### src/logic/ofg_pkg.sv
// shared constants and types of the optical front end gain and drive registers
package ofg_pkg;

  // ==========================================================
  // serial frame layout
  localparam int ADDR_W = 8;
  localparam int DATA_W = 24;
  localparam logic [4:0] ADDR_LAST_BIT = 5'h07;
  localparam logic [4:0] FRAME_LAST_BIT = 5'h1F;

  // ==========================================================
  // register map and reset values
  localparam logic [7:0] ADDR_READ_CTRL = 8'h00;
  localparam logic [7:0] ADDR_RX_GAIN = 8'h21;
  localparam logic [7:0] ADDR_LED_CTRL = 8'h22;
  localparam logic [23:0] RST_RX_GAIN = 24'h000000;
  localparam logic [23:0] RST_LED_CTRL = 24'h000000;
  localparam logic RST_READ_EN = 1'h0;
  localparam int READ_EN_BIT = 0;
  // writable bits; reserved bits are stored and read as zero
  localparam logic [23:0] RX_GAIN_WMASK = 24'h0F47FF;
  localparam logic [23:0] LED_CTRL_WMASK = 24'h03FFFF;

  // ==========================================================
  // field positions
  localparam int AMB_LSB = 16;
  localparam int S2EN_BIT = 14;
  localparam int GAIN_LSB = 8;
  localparam int CAP_LSB = 3;
  localparam int RES_LSB = 0;
  localparam int RANGE_LSB = 16;
  localparam int DRVA_LSB = 8;
  localparam int DRVB_LSB = 0;

  // ==========================================================
  // field codes
  localparam logic [3:0] AMB_MAX_CODE = 4'hA;
  localparam logic [2:0] GAIN_MAX_CODE = 3'h4;
  localparam logic [2:0] RES_NONE_CODE = 3'h7;
  localparam logic [1:0] RANGE_ALT = 2'h1;
  localparam logic [1:0] RANGE_OFF = 2'h3;
  localparam logic [1:0] TXREF_0P25 = 2'h0;
  localparam logic [1:0] TXREF_0P5 = 2'h1;
  localparam logic [1:0] TXREF_1P0 = 2'h2;
  localparam logic [1:0] TXREF_0P75 = 2'h3;

  // capacitance in pF: base plus one weight per select bit
  localparam logic [7:0] CAP_BASE_PF = 8'h05;
  localparam logic [7:0] CAP_W0_PF = 8'h05;
  localparam logic [7:0] CAP_W1_PF = 8'h0F;
  localparam logic [7:0] CAP_W2_PF = 8'h19;
  localparam logic [7:0] CAP_W3_PF = 8'h32;
  localparam logic [7:0] CAP_W4_PF = 8'h96;

  // full-scale drive currents in mA
  localparam logic [6:0] FS_0_MA = 7'h00;
  localparam logic [6:0] FS_25_MA = 7'h19;
  localparam logic [6:0] FS_50_MA = 7'h32;
  localparam logic [6:0] FS_75_MA = 7'h4B;
  localparam logic [6:0] FS_100_MA = 7'h64;

  // ==========================================================
  // serial port phases
  typedef enum logic [1:0] {
    OFG_IDLE = 2'b00,
    OFG_ADDR = 2'b01,
    OFG_DATA = 2'b10,
    OFG_DONE = 2'b11
  } ofg_phase_t;

endpackage

### src/logic/ofg_reg_if.sv
// access channel from the serial port to the register file
`timescale 1ns/1ns
interface ofg_reg_if;
  import ofg_pkg::*;
  logic [ADDR_W-1:0] addr;
  logic [DATA_W-1:0] wdata;
  logic wr;
  logic rd;
  logic [DATA_W-1:0] rdata;

  modport port (output addr, output wdata, output wr, output rd,
    input rdata);
  modport regs (input addr, input wdata, input wr, input rd,
    output rdata);
endinterface

### src/logic/ofg_spi_port.sv
// serial register port: 8 address bits then 24 data bits, msb first
`timescale 1ns/1ns
module ofg_spi_port
  import ofg_pkg::*;
(
  input wire logic core_clk_i,
  input wire logic rst_n_i,
  input wire logic ce_i,
  input wire logic spi_cs_n_i,
  input wire logic spi_sclk_i,
  input wire logic spi_mosi_i,
  output logic spi_miso_o,
  output logic spi_miso_oe_n_o,
  ofg_reg_if.port bus
);

  // ==========================================================
  // edge detection on the serial clock
  logic sclk_q_r;
  logic rise;
  logic fall;
  ofg_phase_t phase_r;
  logic [4:0] bit_cnt_r;
  logic [DATA_W-1:0] shin_r;
  logic [DATA_W-1:0] shout_r;
  logic [DATA_W-1:0] shin_nxt;

  // pins are synchronous, so the previous sample is a clean reference
  assign rise = spi_sclk_i & ~sclk_q_r & ~spi_cs_n_i;
  assign fall = ~spi_sclk_i & sclk_q_r & ~spi_cs_n_i;
  assign shin_nxt = {shin_r[DATA_W-2:0], spi_mosi_i};

  always_ff @(posedge core_clk_i or negedge rst_n_i) begin
    if (!rst_n_i) begin
      sclk_q_r <= 1'b0;
    end else if (ce_i) begin
      sclk_q_r <= spi_sclk_i;
    end
  end

  // ==========================================================
  // frame phase and bit count; select high aborts any frame
  always_ff @(posedge core_clk_i or negedge rst_n_i) begin
    if (!rst_n_i) begin
      phase_r <= OFG_IDLE;
      bit_cnt_r <= 5'h00;
      shin_r <= '0;
    end else if (ce_i) begin
      if (spi_cs_n_i) begin
        phase_r <= OFG_IDLE;
        bit_cnt_r <= 5'h00;
      end else if (phase_r == OFG_IDLE) begin
        phase_r <= OFG_ADDR;
      end else if (rise && phase_r != OFG_DONE) begin
        shin_r <= shin_nxt;
        bit_cnt_r <= bit_cnt_r + 5'h01;
        if (bit_cnt_r == ADDR_LAST_BIT) begin
          phase_r <= OFG_DATA;
        end
        if (bit_cnt_r == FRAME_LAST_BIT) begin
          phase_r <= OFG_DONE; // extra clocks are ignored
        end
      end
    end
  end

  // ==========================================================
  // address and write strobes toward the register file
  always_ff @(posedge core_clk_i or negedge rst_n_i) begin
    if (!rst_n_i) begin
      bus.addr <= '0;
      bus.wdata <= '0;
      bus.wr <= 1'b0;
      bus.rd <= 1'b0;
    end else if (ce_i) begin
      bus.wr <= 1'b0;
      bus.rd <= 1'b0;
      if (rise && phase_r == OFG_ADDR && bit_cnt_r == ADDR_LAST_BIT) begin
        bus.addr <= shin_nxt[ADDR_W-1:0];
        bus.rd <= 1'b1;
      end
      if (rise && phase_r == OFG_DATA && bit_cnt_r == FRAME_LAST_BIT) begin
        bus.wdata <= shin_nxt;
        bus.wr <= 1'b1;
      end
    end
  end

  // ==========================================================
  // read data leave on falling edges so the host samples on rising
  always_ff @(posedge core_clk_i or negedge rst_n_i) begin
    if (!rst_n_i) begin
      shout_r <= '0;
      spi_miso_o <= 1'b0;
      spi_miso_oe_n_o <= 1'b1;
    end else if (ce_i) begin
      spi_miso_oe_n_o <= spi_cs_n_i;
      if (spi_cs_n_i) begin
        spi_miso_o <= 1'b0;
      end else if (fall && phase_r == OFG_DATA) begin
        if (bit_cnt_r == ADDR_LAST_BIT + 5'h01) begin
          spi_miso_o <= bus.rdata[DATA_W-1];
          shout_r <= {bus.rdata[DATA_W-2:0], 1'b0};
        end else begin
          spi_miso_o <= shout_r[DATA_W-1];
          shout_r <= {shout_r[DATA_W-2:0], 1'b0};
        end
      end
    end
  end

endmodule

### src/logic/ofg_regs.sv
// receive gain and LED drive configuration registers with decoded settings
`timescale 1ns/1ns

// What this block does
// - ambient cancellation code 0 to 10 gives 0 to 10 uA, resets to 0.
// - bit 14 bypasses the second gain stage at 0 and applies it at 1.
// - gain codes 0 to 4 select 0, 3.5, 6, 9.5, 12 dB; 5 to 7 reserved.
// - capacitor code 0 gives 5 pF; single bits add 5, 15, 25, 50, 150 pF.
// - several capacitor bits may be set and their values add up.
// - resistor codes 0 to 5 pick 500k down to 10k ohm, code 6 picks 1M and code 7 picks none.
// - range bits 17:16 set the full-scale current for both LEDs.
// - first LED code in bits 15:8 resets to 00h and scales the current.
// - second LED code in bits 7:0 resets to 00h and scales the current.
// - LED register holds range, first and second code; 23:18 are zero.
// - range 00 and 10 act alike, 01 is the alternate scale, 11 is off.
// - each LED current is its code over 256 times the full-scale value.
// - the receive gain register sits at 21h and resets to all zeros.
module ofg_regs
  import ofg_pkg::*;
(
  input wire logic core_clk_i,
  input wire logic rst_n_i,
  input wire logic ce_i,
  input wire logic spi_cs_n_i,
  input wire logic spi_sclk_i,
  input wire logic spi_mosi_i,
  input wire logic [1:0] tx_ref_i,
  output logic spi_miso_o,
  output logic spi_miso_oe_n_o,
  output logic [3:0] ambient_cancel_current_code_o,
  output logic [3:0] ambient_ua_o,
  output logic ambient_reserved_o,
  output logic second_stage_enable_b_o,
  output logic [2:0] second_stage_gain_b_o,
  output logic [6:0] stage_gain_tenth_db_o,
  output logic gain_reserved_o,
  output logic [4:0] feedback_cap_select_o,
  output logic [7:0] feedback_cap_pf_o,
  output logic [2:0] feedback_res_select_o,
  output logic [9:0] feedback_res_kohm_o,
  output logic feedback_res_none_o,
  output logic [1:0] drive_fullscale_range_o,
  output logic drive_alt_scale_o,
  output logic tx_off_o,
  output logic [6:0] fullscale_ma_o,
  output logic [7:0] drive_current_a_o,
  output logic [7:0] drive_current_b_o,
  output logic [14:0] drive_a_x256_ma_o,
  output logic [14:0] drive_b_x256_ma_o
);

  // ==========================================================
  // decode helpers
  // total feedback capacitance: every set bit adds its own weight
  function automatic logic [7:0] cap_pf(input logic [4:0] sel);
    logic [7:0] sum;
    sum = CAP_BASE_PF;
    if (sel[0]) sum = sum + CAP_W0_PF;
    if (sel[1]) sum = sum + CAP_W1_PF;
    if (sel[2]) sum = sum + CAP_W2_PF;
    if (sel[3]) sum = sum + CAP_W3_PF;
    if (sel[4]) sum = sum + CAP_W4_PF;
    return sum;
  endfunction

  // feedback resistance in kohm; the none code reports zero
  function automatic logic [9:0] res_kohm(input logic [2:0] sel);
    logic [9:0] r;
    unique case (sel)
      3'h0: r = 10'h1F4;
      3'h1: r = 10'h0FA;
      3'h2: r = 10'h064;
      3'h3: r = 10'h032;
      3'h4: r = 10'h019;
      3'h5: r = 10'h00A;
      3'h6: r = 10'h3E8;
      3'h7: r = 10'h000;
    endcase
    return r;
  endfunction

  // stage gain in tenths of a dB; reserved codes fall back to unity
  function automatic logic [6:0] gain_tdb(input logic [2:0] sel);
    logic [6:0] g;
    unique case (sel)
      3'h0: g = 7'h00;
      3'h1: g = 7'h23;
      3'h2: g = 7'h3C;
      3'h3: g = 7'h5F;
      3'h4: g = 7'h78;
      default: g = 7'h00;
    endcase
    return g;
  endfunction

  // full-scale current from range and the reference level outside;
  // settings marked unusable report zero rather than guessing a value
  function automatic logic [6:0] fullscale(input logic [1:0] rng,
                                           input logic [1:0] ref_sel);
    logic [6:0] fs;
    fs = FS_0_MA;
    if (rng == RANGE_ALT) begin
      unique case (ref_sel)
        TXREF_0P25: fs = FS_25_MA;
        TXREF_0P5: fs = FS_50_MA;
        TXREF_0P75: fs = FS_75_MA;
        TXREF_1P0: fs = FS_100_MA;
      endcase
    end else if (rng != RANGE_OFF) begin
      if (ref_sel == TXREF_0P25) fs = FS_50_MA;
      if (ref_sel == TXREF_0P5) fs = FS_100_MA;
    end
    return fs;
  endfunction

  // code times full scale; the divide by 256 is left to the reader
  function automatic logic [14:0] scale(input logic [7:0] code,
                                        input logic [6:0] fs);
    return 15'(code) * 15'(fs);
  endfunction

  // ==========================================================
  // storage and serial port
  ofg_reg_if rif ();
  logic [DATA_W-1:0] rx_gain_r;
  logic [DATA_W-1:0] led_ctrl_r;
  logic read_en_r;
  logic [DATA_W-1:0] rdata_r;
  logic wr_ok;

  ofg_spi_port u_port (
    .core_clk_i(core_clk_i),
    .rst_n_i(rst_n_i),
    .ce_i(ce_i),
    .spi_cs_n_i(spi_cs_n_i),
    .spi_sclk_i(spi_sclk_i),
    .spi_mosi_i(spi_mosi_i),
    .spi_miso_o(spi_miso_o),
    .spi_miso_oe_n_o(spi_miso_oe_n_o),
    .bus(rif.port)
  );

  // read mode is a global switch: while it is set, every data
  // write is dropped without any sign to the host
  // in read mode frames to data registers only read, never write
  assign wr_ok = rif.wr & ~read_en_r;

  // read mode is always writable so the host can leave it again
  always_ff @(posedge core_clk_i or negedge rst_n_i) begin
    if (!rst_n_i) begin
      read_en_r <= RST_READ_EN;
    end else if (ce_i && rif.wr && rif.addr == ADDR_READ_CTRL) begin
      read_en_r <= rif.wdata[READ_EN_BIT];
    end
  end

  // receive gain register; reserved bits are forced to zero
  always_ff @(posedge core_clk_i or negedge rst_n_i) begin
    if (!rst_n_i) begin
      rx_gain_r <= RST_RX_GAIN;
    end else if (ce_i && wr_ok && rif.addr == ADDR_RX_GAIN) begin
      rx_gain_r <= rif.wdata & RX_GAIN_WMASK;
    end
  end

  // LED control register; bits 23:18 never store a one
  always_ff @(posedge core_clk_i or negedge rst_n_i) begin
    if (!rst_n_i) begin
      led_ctrl_r <= RST_LED_CTRL;
    end else if (ce_i && wr_ok && rif.addr == ADDR_LED_CTRL) begin
      led_ctrl_r <= rif.wdata & LED_CTRL_WMASK;
    end
  end

  // capturing right after the address byte has the first bit ready
  // at the next falling serial clock, with no turnaround bit
  // read data latched once per frame after the address arrives;
  // reading changes nothing, and unmapped addresses return zero
  always_ff @(posedge core_clk_i or negedge rst_n_i) begin
    if (!rst_n_i) begin
      rdata_r <= '0;
    end else if (ce_i && rif.rd) begin
      if (!read_en_r) begin
        rdata_r <= '0;
      end else if (rif.addr == ADDR_RX_GAIN) begin
        rdata_r <= rx_gain_r;
      end else if (rif.addr == ADDR_LED_CTRL) begin
        rdata_r <= led_ctrl_r;
      end else begin
        rdata_r <= '0;
      end
    end
  end
  assign rif.rdata = rdata_r;

  // ==========================================================
  // receive chain settings
  logic [3:0] amb_code;
  logic [2:0] gain_code;
  logic [4:0] cap_code;
  logic [2:0] res_code;
  assign amb_code = rx_gain_r[AMB_LSB +: 4];
  assign gain_code = rx_gain_r[GAIN_LSB +: 3];
  assign cap_code = rx_gain_r[CAP_LSB +: 5];
  assign res_code = rx_gain_r[RES_LSB +: 3];

  // decoded outputs lag the stored fields by one clock
  // ambient current: linear in uA; reserved codes cancel nothing
  always_ff @(posedge core_clk_i or negedge rst_n_i) begin
    if (!rst_n_i) begin
      ambient_cancel_current_code_o <= 4'h0;
      ambient_ua_o <= 4'h0;
      ambient_reserved_o <= 1'b0;
    end else if (ce_i) begin
      ambient_cancel_current_code_o <= amb_code;
      ambient_reserved_o <= amb_code > AMB_MAX_CODE;
      ambient_ua_o <= (amb_code > AMB_MAX_CODE) ? 4'h0 : amb_code;
    end
  end

  // bypass reports zero gain whatever the gain field holds
  // second stage: the gain applies only while the stage is enabled
  always_ff @(posedge core_clk_i or negedge rst_n_i) begin
    if (!rst_n_i) begin
      second_stage_enable_b_o <= 1'b0;
      second_stage_gain_b_o <= 3'h0;
      stage_gain_tenth_db_o <= 7'h00;
      gain_reserved_o <= 1'b0;
    end else if (ce_i) begin
      second_stage_enable_b_o <= rx_gain_r[S2EN_BIT];
      second_stage_gain_b_o <= gain_code;
      gain_reserved_o <= gain_code > GAIN_MAX_CODE;
      stage_gain_tenth_db_o <= rx_gain_r[S2EN_BIT] ?
        gain_tdb(gain_code) : 7'h00;
    end
  end

  // every capacitor code is legal and simply sums, so no reserved
  // flag exists for it
  // feedback network values
  always_ff @(posedge core_clk_i or negedge rst_n_i) begin
    if (!rst_n_i) begin
      feedback_cap_select_o <= 5'h00;
      feedback_cap_pf_o <= CAP_BASE_PF;
      feedback_res_select_o <= 3'h0;
      feedback_res_kohm_o <= 10'h1F4;
      feedback_res_none_o <= 1'b0;
    end else if (ce_i) begin
      feedback_cap_select_o <= cap_code;
      feedback_cap_pf_o <= cap_pf(cap_code);
      feedback_res_select_o <= res_code;
      feedback_res_kohm_o <= res_kohm(res_code);
      feedback_res_none_o <= res_code == RES_NONE_CODE;
    end
  end

  // ==========================================================
  // transmit drive settings
  logic [1:0] rng;
  logic [6:0] fs;
  logic [7:0] code_a;
  logic [7:0] code_b;
  assign rng = led_ctrl_r[RANGE_LSB +: 2];
  assign code_a = led_ctrl_r[DRVA_LSB +: 8];
  assign code_b = led_ctrl_r[DRVB_LSB +: 8];
  assign fs = fullscale(rng, tx_ref_i);

  // the reference level is a live input, not a stored bit, so full
  // scale follows it one clock later even with the range unchanged
  // range state: off wins over any reference level
  always_ff @(posedge core_clk_i or negedge rst_n_i) begin
    if (!rst_n_i) begin
      drive_fullscale_range_o <= 2'h0;
      drive_alt_scale_o <= 1'b0;
      tx_off_o <= 1'b0;
      fullscale_ma_o <= FS_0_MA;
    end else if (ce_i) begin
      drive_fullscale_range_o <= rng;
      drive_alt_scale_o <= rng == RANGE_ALT;
      tx_off_o <= rng == RANGE_OFF;
      fullscale_ma_o <= fs;
    end
  end

  // the undivided product costs eight output bits but never rounds
  // drive currents carried as 256 times mA to keep full precision
  always_ff @(posedge core_clk_i or negedge rst_n_i) begin
    if (!rst_n_i) begin
      drive_current_a_o <= 8'h00;
      drive_current_b_o <= 8'h00;
      drive_a_x256_ma_o <= 15'h0000;
      drive_b_x256_ma_o <= 15'h0000;
    end else if (ce_i) begin
      drive_current_a_o <= code_a;
      drive_current_b_o <= code_b;
      drive_a_x256_ma_o <= scale(code_a, fs);
      drive_b_x256_ma_o <= scale(code_b, fs);
    end
  end

endmodule

### config.mk
export PLATFORM = sky130hd
export DESIGN_NAME = ofg_regs
export DESIGN_NICKNAME = d
export VERILOG_FILES = /design/src/logic/ofg_pkg.sv /design/src/logic/ofg_reg_if.sv /design/src/logic/ofg_spi_port.sv /design/src/logic/ofg_regs.sv
export SDC_FILE = /design/constraint.sdc
export NUM_CORES = 1
export LEC_CHECK = 0
export BUFFER_PORTS_ARGS = -buffer_cell sky130_fd_sc_hd__buf_2
export CAP_MARGIN = 20
export CORE_MARGIN = 1.5
export CORE_UTILIZATION = 55
export CTS_CLUSTER_DIAMETER = 60
export DETAILED_ROUTE_END_ITERATION = 7
export GPL_TIMING_DRIVEN = 0
export PLACE_DENSITY = 0.84
export SLEW_MARGIN = 10
export SYNTH_ARGS = -nofsm -noshare
export SYNTH_HDL_FRONTEND = slang
export SYNTH_SLANG_ARGS = --single-unit
### constraint.sdc
create_clock -name core_clk_i -period 5.26 [get_ports core_clk_i]
set_clock_uncertainty 0.15 [all_clocks]
set_input_delay 0.263 -clock core_clk_i [delete_from_list [all_inputs] [get_ports core_clk_i]]
set_output_delay 0.263 -clock core_clk_i [all_outputs]
set_load 0.05 [all_outputs]
## Yosys cells after proc, flatten, opt, wreduce, memory -nomap -nowiden

Memories as Yosys holds them, arrays and structs flattened. A register that Yosys moved wholly into a read port is not among the register bits.
Cells that the tools add are included.

- Bits in registers: 237
- Memory bits (read-only): 80
- Input bits: 8
- Output and inout port bits: 107
- Logic and storage cells: 135
- Memories kept: 1

Memory list:

| memory | depth | width | rd ports | clocked after Yosys merged registers in | wr ports | RTL line | source |
|---|---|---|---|---|---|---|---|
| (no name shown) | 8 | 10 | 1 | 1 | 0 | ofg_regs.sv:69 | `unique case (sel)` |

- $add $sub $neg: 5
- Multiply operators: 2
- $lt $le $gt $ge: 2
- Equality and inequality tests: 20
- Muxes and demuxes: 34
- Bitwise gates (word level): 10
- Reduce and logical (&&, ||, !) cells: 27

Operators by type and width:

| cell | number |
|---|---|
| two-way mux 24 bit | 3 |
| two-way mux 8 bit | 8 |
| one-hot mux 7 bit (4 select lines) | 2 |
| multiplier 8 x 7 -> 15 bit | 2 |
| two-way mux 7 bit | 4 |
| two-way mux 18 bit | 1 |
| == test 8 x 6 -> 1 bit, second input constant | 2 |
| two-way mux 5 bit | 3 |
| logical AND 1 bit | 12 |
| two-way mux 2 bit | 5 |
| AND reduction 3 bit | 3 |
| adder 8 x 4 -> 8 bit, second input constant | 1 |
| adder 8 x 5 -> 8 bit, second input constant | 1 |
| adder 8 x 6 -> 8 bit, second input constant | 1 |
| adder 8 bit, second input constant | 1 |
| == test 2 bit, second input constant | 4 |
| logical NOT 8 bit | 1 |
| two-way mux 4 bit | 2 |
| == test 2 x 1 -> 1 bit, second input constant | 3 |
| == test 3 x 2 -> 1 bit, second input constant | 2 |
| == test 3 bit, second input constant | 2 |
| two-way mux 6 bit | 1 |
| inequality test 2 bit, second input constant | 3 |
| AND reduction 2 bit | 3 |
| other kinds (16) | 30 |

## Logic depth before layout (Yosys ltp)

Gate-level depths: netlist of run 1.

- Depth after elaboration: 13
- Depth in mapped cells: 21
- Mapped depth without buffers: 21

## Hierarchy

From an unflattened synthesis of run 1, not the netlist that was laid out.

- Cell total of the unflattened synthesis: 1,184
- Area, all modules: 14,157.3 um2

Modules (own cells, without submodules):

| module | instances | cells each | area each (um2) |
|---|---|---|---|
| ofg_regs | 1 | 926 | 10,169.8 |
| ofg_spi_port | 1 | 258 | 3,987.6 |

## Worst setup path after synthesis of run 1

OpenSTA, ideal clock, no wires.

- Kind: flip-flop to flip-flop
- Start: register led_ctrl_r[16]
- End: register drive_b_x256_ma_o[14]
- Arrival time: 4.974 ns
- Slack: 0.011 ns
- Cell stages (with the launch flop): 21
- Path buffers: 1
- Clock period less this slack: 5.249 ns
- Path through: dfrtp_1 > nor2b_1 > o21ai_0 > o21ai_0 > clkbuf_1 > nand2_1 > fa_1 > fa_1 > inv_1 > fa_1 > inv_1 > fa_1 > inv_1 > ha_1 > a21oi_1 > o21ai_0 > a21oi_1 > o21ai_0 > o22ai_1 > xnor2_1 > mux2_2

- Cells in the longest elaborated chain, start to end: 4

RTL lines:

| element | RTL line | source |
|---|---|---|
| start, declared | ofg_regs.sv:126 | `logic [DATA_W-1:0] led_ctrl_r;` |
| start signal, assigned | ofg_regs.sv:171 | `led_ctrl_r <= rif.wdata & LED_CTRL_WMASK;` |
| inequality test 2 bit | ofg_regs.sv:109 | `end else if (rng != RANGE_OFF) begin` |
| two-way mux 7 bit | ofg_regs.sv:109 |  |
| two-way mux 7 bit (*) | ofg_regs.sv:102 | `if (rng == RANGE_ALT) begin` |
| multiplier 8 x 7 -> 15 bit (*) | ofg_regs.sv:119 | `return 15'(code) * 15'(fs);` |
| end signal, assigned | ofg_regs.sv:297 | `drive_b_x256_ma_o <= scale(code_b, fs);` |
| end, declared | ofg_regs.sv:49 | `output logic [14:0] drive_b_x256_ma_o` |

Mark *: on every way between the ends. The rest lies on a longest branch, timed or not.
A chain may end at the register's enable or synchronous reset.

## Worst setup path after layout of run 1

- Start: register led_ctrl_r[16]
- End: register drive_b_x256_ma_o[12]

Same word-level chain as after synthesis.

==> flow_summary.yaml, run 1 <==
sta:
  setup_tns_ns: 0
  fin_crit_sh: 0.984
  max_slew.worst_pin.slew_ns: 0.974
  min_period_ns: 5.18
  setup_violations: 0
  hold_viol_final: 0
  max_freq_mhz: 193
  slew_headroom: 0.351
  worst_slack_ns: 0.0830
  slew_viol_final: 0
worst_setup_path:
  cpMaxStageDelayCell: "fa_1"
  crit_required_ns: 5.57
  path_class: "reg -> reg"
  slowest_delay_ns: 0.54
  crit_family: "adder cells"
  cp_num_buf_inv: 4
  worst_setup_path_start_kind: "flip-flop"
  cp-end-kind: "flip-flop"
  crit_chain: "nor2b_4 > o21ai_1 > o21ai_2 > buf_6 > nand2_1 > fa_1 > fa_1 > inv_1 > fa_1 > inv_1 > fa_1 > inv_1 > ha_4 > a21oi_4 > o21ai_2 > a21oi_2 > o21ai_2 > a21oi_2 > mux2_2 > nor2_1"
  cp.arrival_ns: 5.49
  crit_path_max_fanout: 5
  worst_path_most_repeated_cell: "fa_1"
die:
  start_util: 0.558
  fp.dieH_um: 160
  io_pins: 115
  core_area_sq_um: 24200
  die_w_um: 160
  design.die.area_sq_um: 25500
  num_rows: 57
detailed_routing:
  vias_per_cell: 5.86
  ant_nets: 0
  drc_errors: 0
  wirelength_um: 35600
  drt_first_pass_iters: 5
  wire_per_inst_um: 20.3
  vias: 10300
  drtIter0Drc: 856
placed_design:
  post-dp-hpwl_um: 23900
  portBuffers: 113
  dp_slack_ns: -1.21
  globalplace.congestion: 0.881
yosys:
  ys.flop_type: "dfrtp_1"
  syn_area_per_cell_sq_um: 10.9
  synth_compound_area_frac: 0.0869
  synth_fa_ha_area_frac: 0.160
  synth_mux_area_frac: 0.119
  synth_cell_types: 65
  synth_seq_cells: 239
  synth_xor_area_frac: 0.0234
  synth-edff-count: 0
  syn_area_sq_um: 13500
  synth_simple_gate_area_frac: 0.126
  syn_nets: 1391
  syn-instance-count: 1245
  synth-warning-count: 0
  synth_top_family_by_area: "adder cells"
  synth_seq_area_share: 0.443
  async_flop_share: 1.00
run:
  cap_violations: 0
cts:
  cts_tree: "built"
  cts_htree_levels: 1
  root_buffer: "clkbuf_16"
  cts.clk_slew.worst_paths_ns: 0.07
  clock_latency_ns: 0.54
  cts_buffers: 25
  ctsLongestPathBuffers: 3
  clock-sinks: 239
global_routing:
  grt_overflow_total: 0
  grt_start_max_net_pins: 114
  grt_usage: 0.276
  first_global_vias: 10500
  grt_pass1_wl_um: 55600
  grt_antenna_before_repair: 2
status:
  status: "completed"
power_and_ir_drop:
  p_per_area_nw_per_um2: 254
  power_leakage_nw: 8.29
  vdd_drop_max_uv: 240
finish:
  drive_gt1_frac: 0.249
  areaGrowthSynthToFinish_pct: 17.2
  layout.nets: 1558
min_path:
  hold_path_class: "in -> reg"
worst paths after layout:
check                                              startpoint                            endpoint  slack (ns)  cells after the start
setup / recovery                   led_ctrl_r[16]$_DFFE_PN0P_   drive_b_x256_ma_o[12]$_DFFE_PN0P_        0.08                     20
hold / removal                                     spi_cs_n_i       u_port.spi_miso_o$_DFFE_PN0P_         0.1                      2
setup reg to reg                   led_ctrl_r[16]$_DFFE_PN0P_   drive_b_x256_ma_o[12]$_DFFE_PN0P_        0.08                     20
hold reg to reg            feedback_res_kohm_o[1]$_DFFE_PN0P_  feedback_res_kohm_o[1]$_DFFE_PN0P_        0.33                      1
max in group asynchronous                             rst_n_i         ambient_ua_o[3]$_DFFE_PN0P_        3.62                      3
min in group asynchronous                             rst_n_i    drive_a_x256_ma_o[3]$_DFFE_PN0P_        0.21                      3
stage by stage:
step                      power [mW]  std cells  area (sq um)  utilization  hold WS [ns]
after floorplan                 2.03       1245         13500            -        -0.183
after detailed placement        2.14       1685         14600        0.601       -0.0422
after global routing            4.12       1756         15800        0.653         0.102
after CTS                       4.01       1744         15700        0.646        0.0698
after global placement          2.12       1682         14500        0.598         0.307
final                           4.02       1757         15800        0.654        0.0980
cells in the mapped netlist (all sizes together) (9+ instances only):
| cell type | count | share of area |
|---|---|---|
| dfrtp | 230 | 0.43 |
| nand2 | 172 | 0.048 |
| mux2 | 122 | 0.10 |
| inv | 88 | 0.024 |
| ha | 80 | 0.074 |
| o21ai | 78 | 0.030 |
| and2 | 67 | 0.031 |
| fa | 58 | 0.086 |
| clkbuf | 43 | 0.012 |
| a21oi | 39 | 0.014 |
| nor2 | 38 | 0.011 |
| mux2i | 23 | 0.017 |
| xnor2 | 18 | 0.013 |
| nand2b | 17 | 0.0079 |
| xor2 | 16 | 0.010 |
| buf | 15 | 0.0061 |
| a22oi | 14 | 0.0078 |
| nand3 | 13 | 0.0048 |
| dfstp | 9 | 0.017 |
| o2bb2ai | 9 | 0.0058 |
routing by layer:
metal | global-route usage | vias to the layer above | share of wire
li1 | - | 4543 | -
met1 | 0.341 | 5150 | 0.38
met2 | 0.461 | 456 | 0.48
met3 | 0.0571 | 141 | 0.080
met4 | 0.142 | 0 | 0.059
met5 | 0 | - | 0
power breakdown:
part / switching, mW / internal (mW) / total [mW]
Combinational: 0.167 / 0.0659 / 0.233
Clock: 0.763 / 1.13 / 1.89
Sequential: 0.0296 / 1.87 / 1.90
Total: 0.959 / 3.06 / 4.02
cell type report:
type	instances	area, sq um
buffer	58	294
sequential	239	5990
inverter	88	330
clock inverter	8	135
clock buffer	38	744
multi-input combinational	860	7100
fill	1743	8400
timing repair buffer	140	838
tap	324	405
antenna	2	5.00
layout by cell type, fill, tap and decap left out, types with 24 or more instances in the layout:
master / instances
buf_4: 24
buf_2: 119
a21oi_1: 35
ha_1: 78
fa_1: 58
dfrtp_1: 228
o21ai_0: 66
clkbuf_1: 43
nor2_1: 36
and2_1: 67
nand2_1: 172
inv_1: 86
mux2_2: 122
clkbuf_16: 25
registers in the layout, summed over array words and instances, names as in the netlist, 10 cells and up:
signal / cells
u_port.shout_r: 23
rdata_r: 20
u_port.bus.wdata: 20
u_port.shin_r: 19
led_ctrl_r: 18
rx_gain_r: 16
drive_a_x256_ma_o: 15
drive_b_x256_ma_o: 15
feedback_res_kohm_o: 10
repair_timing:
item,in CTS,in global routing
hold endpoints to repair,234,0
hold buffers,4,0
buffers inserted,9,11
cloned,0,0
resized for setup,40,18
setup endpoints to repair,19,11
pin swaps,7,10
kinds of logic (layout without fill, tap and decap cells):
kind of cell	after synthesis	in the layout
fa+ha+maj	138	138
mux	145	145
flops	239	239
simple gates	354	354
compound gates	189	189
xor+xnor	34	34
other cells	0	2
buf+inv	146	332
Note: power is estimated with default switching activity, not from simulation.
==> inputs of run 2 (changes only) <==
--- a/config.mk
+++ b/config.mk
@@ -5,6 +5,7 @@
 export SDC_FILE = /design/constraint.sdc
 export NUM_CORES = 1
 export LEC_CHECK = 0
+export ABC_AREA = 1
 export BUFFER_PORTS_ARGS = -buffer_cell sky130_fd_sc_hd__buf_2
 export CAP_MARGIN = 20
 export CORE_MARGIN = 1.5
==> flow_summary.yaml, run 2 <==
detailed_routing:
  drc_errors: 0
  wirelength_um: 36400
  drtIter0Drc: 1081
  drt_first_pass_iters: 7
  vias_per_cell: 5.61
  ant_nets: 0
  vias: 11400
  wire_per_inst_um: 18.0
yosys:
  synth_top_family_by_area: "simple AND/OR/NAND/NOR gates"
  async_flop_share: 1.00
  synth_seq_cells: 239
  synth_seq_area_share: 0.450
  synth.area.top_cells: "dfrtp_1 43%, nand2_1 11%, fa_1 8.7%"
  yosysTopAreaCell: "dfrtp_1"
  synth_top_area_frac: 0.432
  synth_compound_area_frac: 0.122
  synth_xor_area_frac: 0.00986
  synth_fa_ha_area_frac: 0.162
  syn_nets: 1669
  synthMostInstantiatedCell: "nand2_1"
  synth_simple_gate_area_frac: 0.181
  ys.flop_type: "dfrtp_1"
  synth-edff-count: 0
  syn_area_sq_um: 13300
  synth_cell_types: 51
  syn_area_per_cell_sq_um: 8.75
  syn-instance-count: 1523
  synth_commonest_cells: "386 x nand2_1, 230 x dfrtp_1, 179 x inv_1"
  synth-warning-count: 0
  synth_mux_area_frac: 0.000845
die:
  core_area_sq_um: 23600
  die_w_um: 159
  num_rows: 56
  fp.dieH_um: 159
  io_pins: 115
  design.die.area_sq_um: 25200
  start_util: 0.564
worst_setup_path:
  path_class: "reg -> reg"
  worst_setup_path_start_kind: "flip-flop"
  crit_required_ns: 5.60
  cp-end-kind: "flip-flop"
  crit_path_max_fanout: 7
  cp.arrival_ns: 5.49
finish:
  layout.nets: 1826
  reg.largest.list: "u_port.shout_r: 23 flops, rdata_r: 20 flops, u_port.bus.wdata: 20 flops"
  top_register: "u_port.shout_r"
  final_area_sq_um: 15600
  final_common_cell: "nand2_1"
  areaGrowthSynthToFinish_pct: 17.0
  drive_gt1_frac: 0.150
  final_cell_mix: "384 x nand2_1, 229 x dfrtp_1, 173 x inv_1"
  largest_reg_flops: 23
cts:
  root_buffer: "clkbuf_16"
  cts_buffers: 27
  cts.clk_slew.worst_paths_ns: 0.06
  clock_latency_ns: 0.55
  clock-sinks: 239
  ctsLongestPathBuffers: 3
  cts_tree: "built"
  cts_htree_levels: 1
global_routing:
  grt_pass1_wl_um: 56900
  first_global_vias: 11000
  grt_start_max_net_pins: 108
  grt_antenna_before_repair: 1
  grt_usage: 0.292
  grt_overflow_total: 0
sta:
  max_freq_mhz: 194
  setup_violations: 0
  setup_tns_ns: 0
  min_period_ns: 5.15
  slew_viol_final: 0
  fin_crit_sh: 0.980
  slew_headroom: 0.333
  max_slew.worst_pin.slew_ns: 1.00
  hold_viol_final: 0
  worst_slack_ns: 0.108
placed_design:
  post-dp-hpwl_um: 26700
  dpl_cell_area_sq_um: 14400
  portBuffers: 114
  globalplace.congestion: 0.918
  dp_slack_ns: -0.421
status:
  status: "completed"
min_path:
  hold_path_class: "in -> async"
power_and_ir_drop:
  vdd_drop_max_uv: 191
  p_per_area_nw_per_um2: 294
  power_leakage_nw: 8.16
  p_total_mw: 4.58
run:
  cap_violations: 0
## run 2: cell types whose count changed after synthesis, sizes merged, moves of 67 or more
cell	change
and2	-67
inv	+94
mux2	-121
nand2	+219
nor2	+91
o21ai	+123
## run 2: power by group
group / internal, mW / switching, mW
Sequential: 1.96 / 0.0613
Combinational: 0.148 / 0.397
Clock: 1.22 / 0.797
## run 2: worst max-delay path, stage by stage, from the launching register on
cell	delay, ns
dfrtp_1	0.43
inv_2	0.10
nor2_1	0.06
inv_2	0.20
nor2_4	0.09
a21oi_4	0.24
buf_4	0.16
nand2_1	0.06
fa_1	0.50
fa_1	0.54
inv_1	0.06
fa_1	0.53
inv_1	0.05
fa_1	0.50
inv_1	0.05
ha_1	0.34
a21oi_1	0.19
a21boi_2	0.22
o21ai_1	0.12
a21oi_1	0.18
nand2b_1	0.12
nand3_1	0.08
nand2_1	0.09
## run 2: metrics by stage
step	hold slack (ns)	utilization	std cells
floorplan	-0.183	-	1523
detailed placement	0.0668	0.608	1958
finish	0.0754	0.660	2022
CTS	0.0927	0.653	2013
global placement	0.299	0.605	1956
global route	0.123	0.660	2021
## run 2: final timing paths
path | start | endpoint | slack (ns) | depth (start not counted)
worst max-delay path | led_ctrl_r[16]$_DFFE_PN0P_ | drive_b_x256_ma_o[11]$_DFFE_PN0P_ | 0.11 | 22
worst min-delay path | rst_n_i | drive_a_x256_ma_o[4]$_DFFE_PN0P_ | 0.08 | 2
worst max register to register | led_ctrl_r[16]$_DFFE_PN0P_ | drive_b_x256_ma_o[11]$_DFFE_PN0P_ | 0.11 | 22
worst min register to register | u_port.spi_miso_oe_n_o$_DFFE_PN1P_ | u_port.spi_miso_oe_n_o$_DFFE_PN1P_ | 0.32 | 2
max in group asynchronous | rst_n_i | feedback_res_kohm_o[7]$_DFFE_PN1P_ | 3.60 | 4
min in group core_clk_i | tx_ref_i[1] | fullscale_ma_o[6]$_DFFE_PN0P_ | 0.18 | 4
## run 2: kinds of logic (layout without fill, tap and decap cells)
group / after synthesis / after routing
buf+inv: 244 / 422
other cells: 0 / 2
simple gates: 594 / 594
flops: 239 / 239
mux: 1 / 1
fa+ha+maj: 138 / 138
compound gates: 292 / 292
xor+xnor: 15 / 15
## run 2: area by class of cell
| class | instances | area, sq um |
|---|---|---|
| Antenna cell | 2 | 5.00 |
| Buffer | 61 | 318 |
| Clock buffer | 38 | 797 |
| Clock inverter | 12 | 171 |
| Fill cell | 1807 | 8030 |
| Inverter | 183 | 692 |
| Multi-Input combinational cell | 1040 | 6470 |
| Sequential cell | 239 | 5990 |
| Tap cell | 319 | 399 |
| Timing Repair Buffer | 128 | 738 |
## run 2: layer usage
metal / routed length (um) / share of wire / up-vias / global-route usage
met3: 3480 / 0.096 / 83 / 0.0664
met4: 1260 / 0.035 / 0 / 0.107
li1: - / - / 5226 / -
met2: 16600 / 0.46 / 511 / 0.454
met5: 0 / 0 / - / 0
met1: 15000 / 0.41 / 5532 / 0.403
## run 2: what timing repair did
action,CTS,global route
pin swaps,0,2
endpoints found under the hold margin,71,0
hold buffers,5,0
buffers inserted,0,7
resized for setup,16,32
endpoints found under the setup margin,15,12
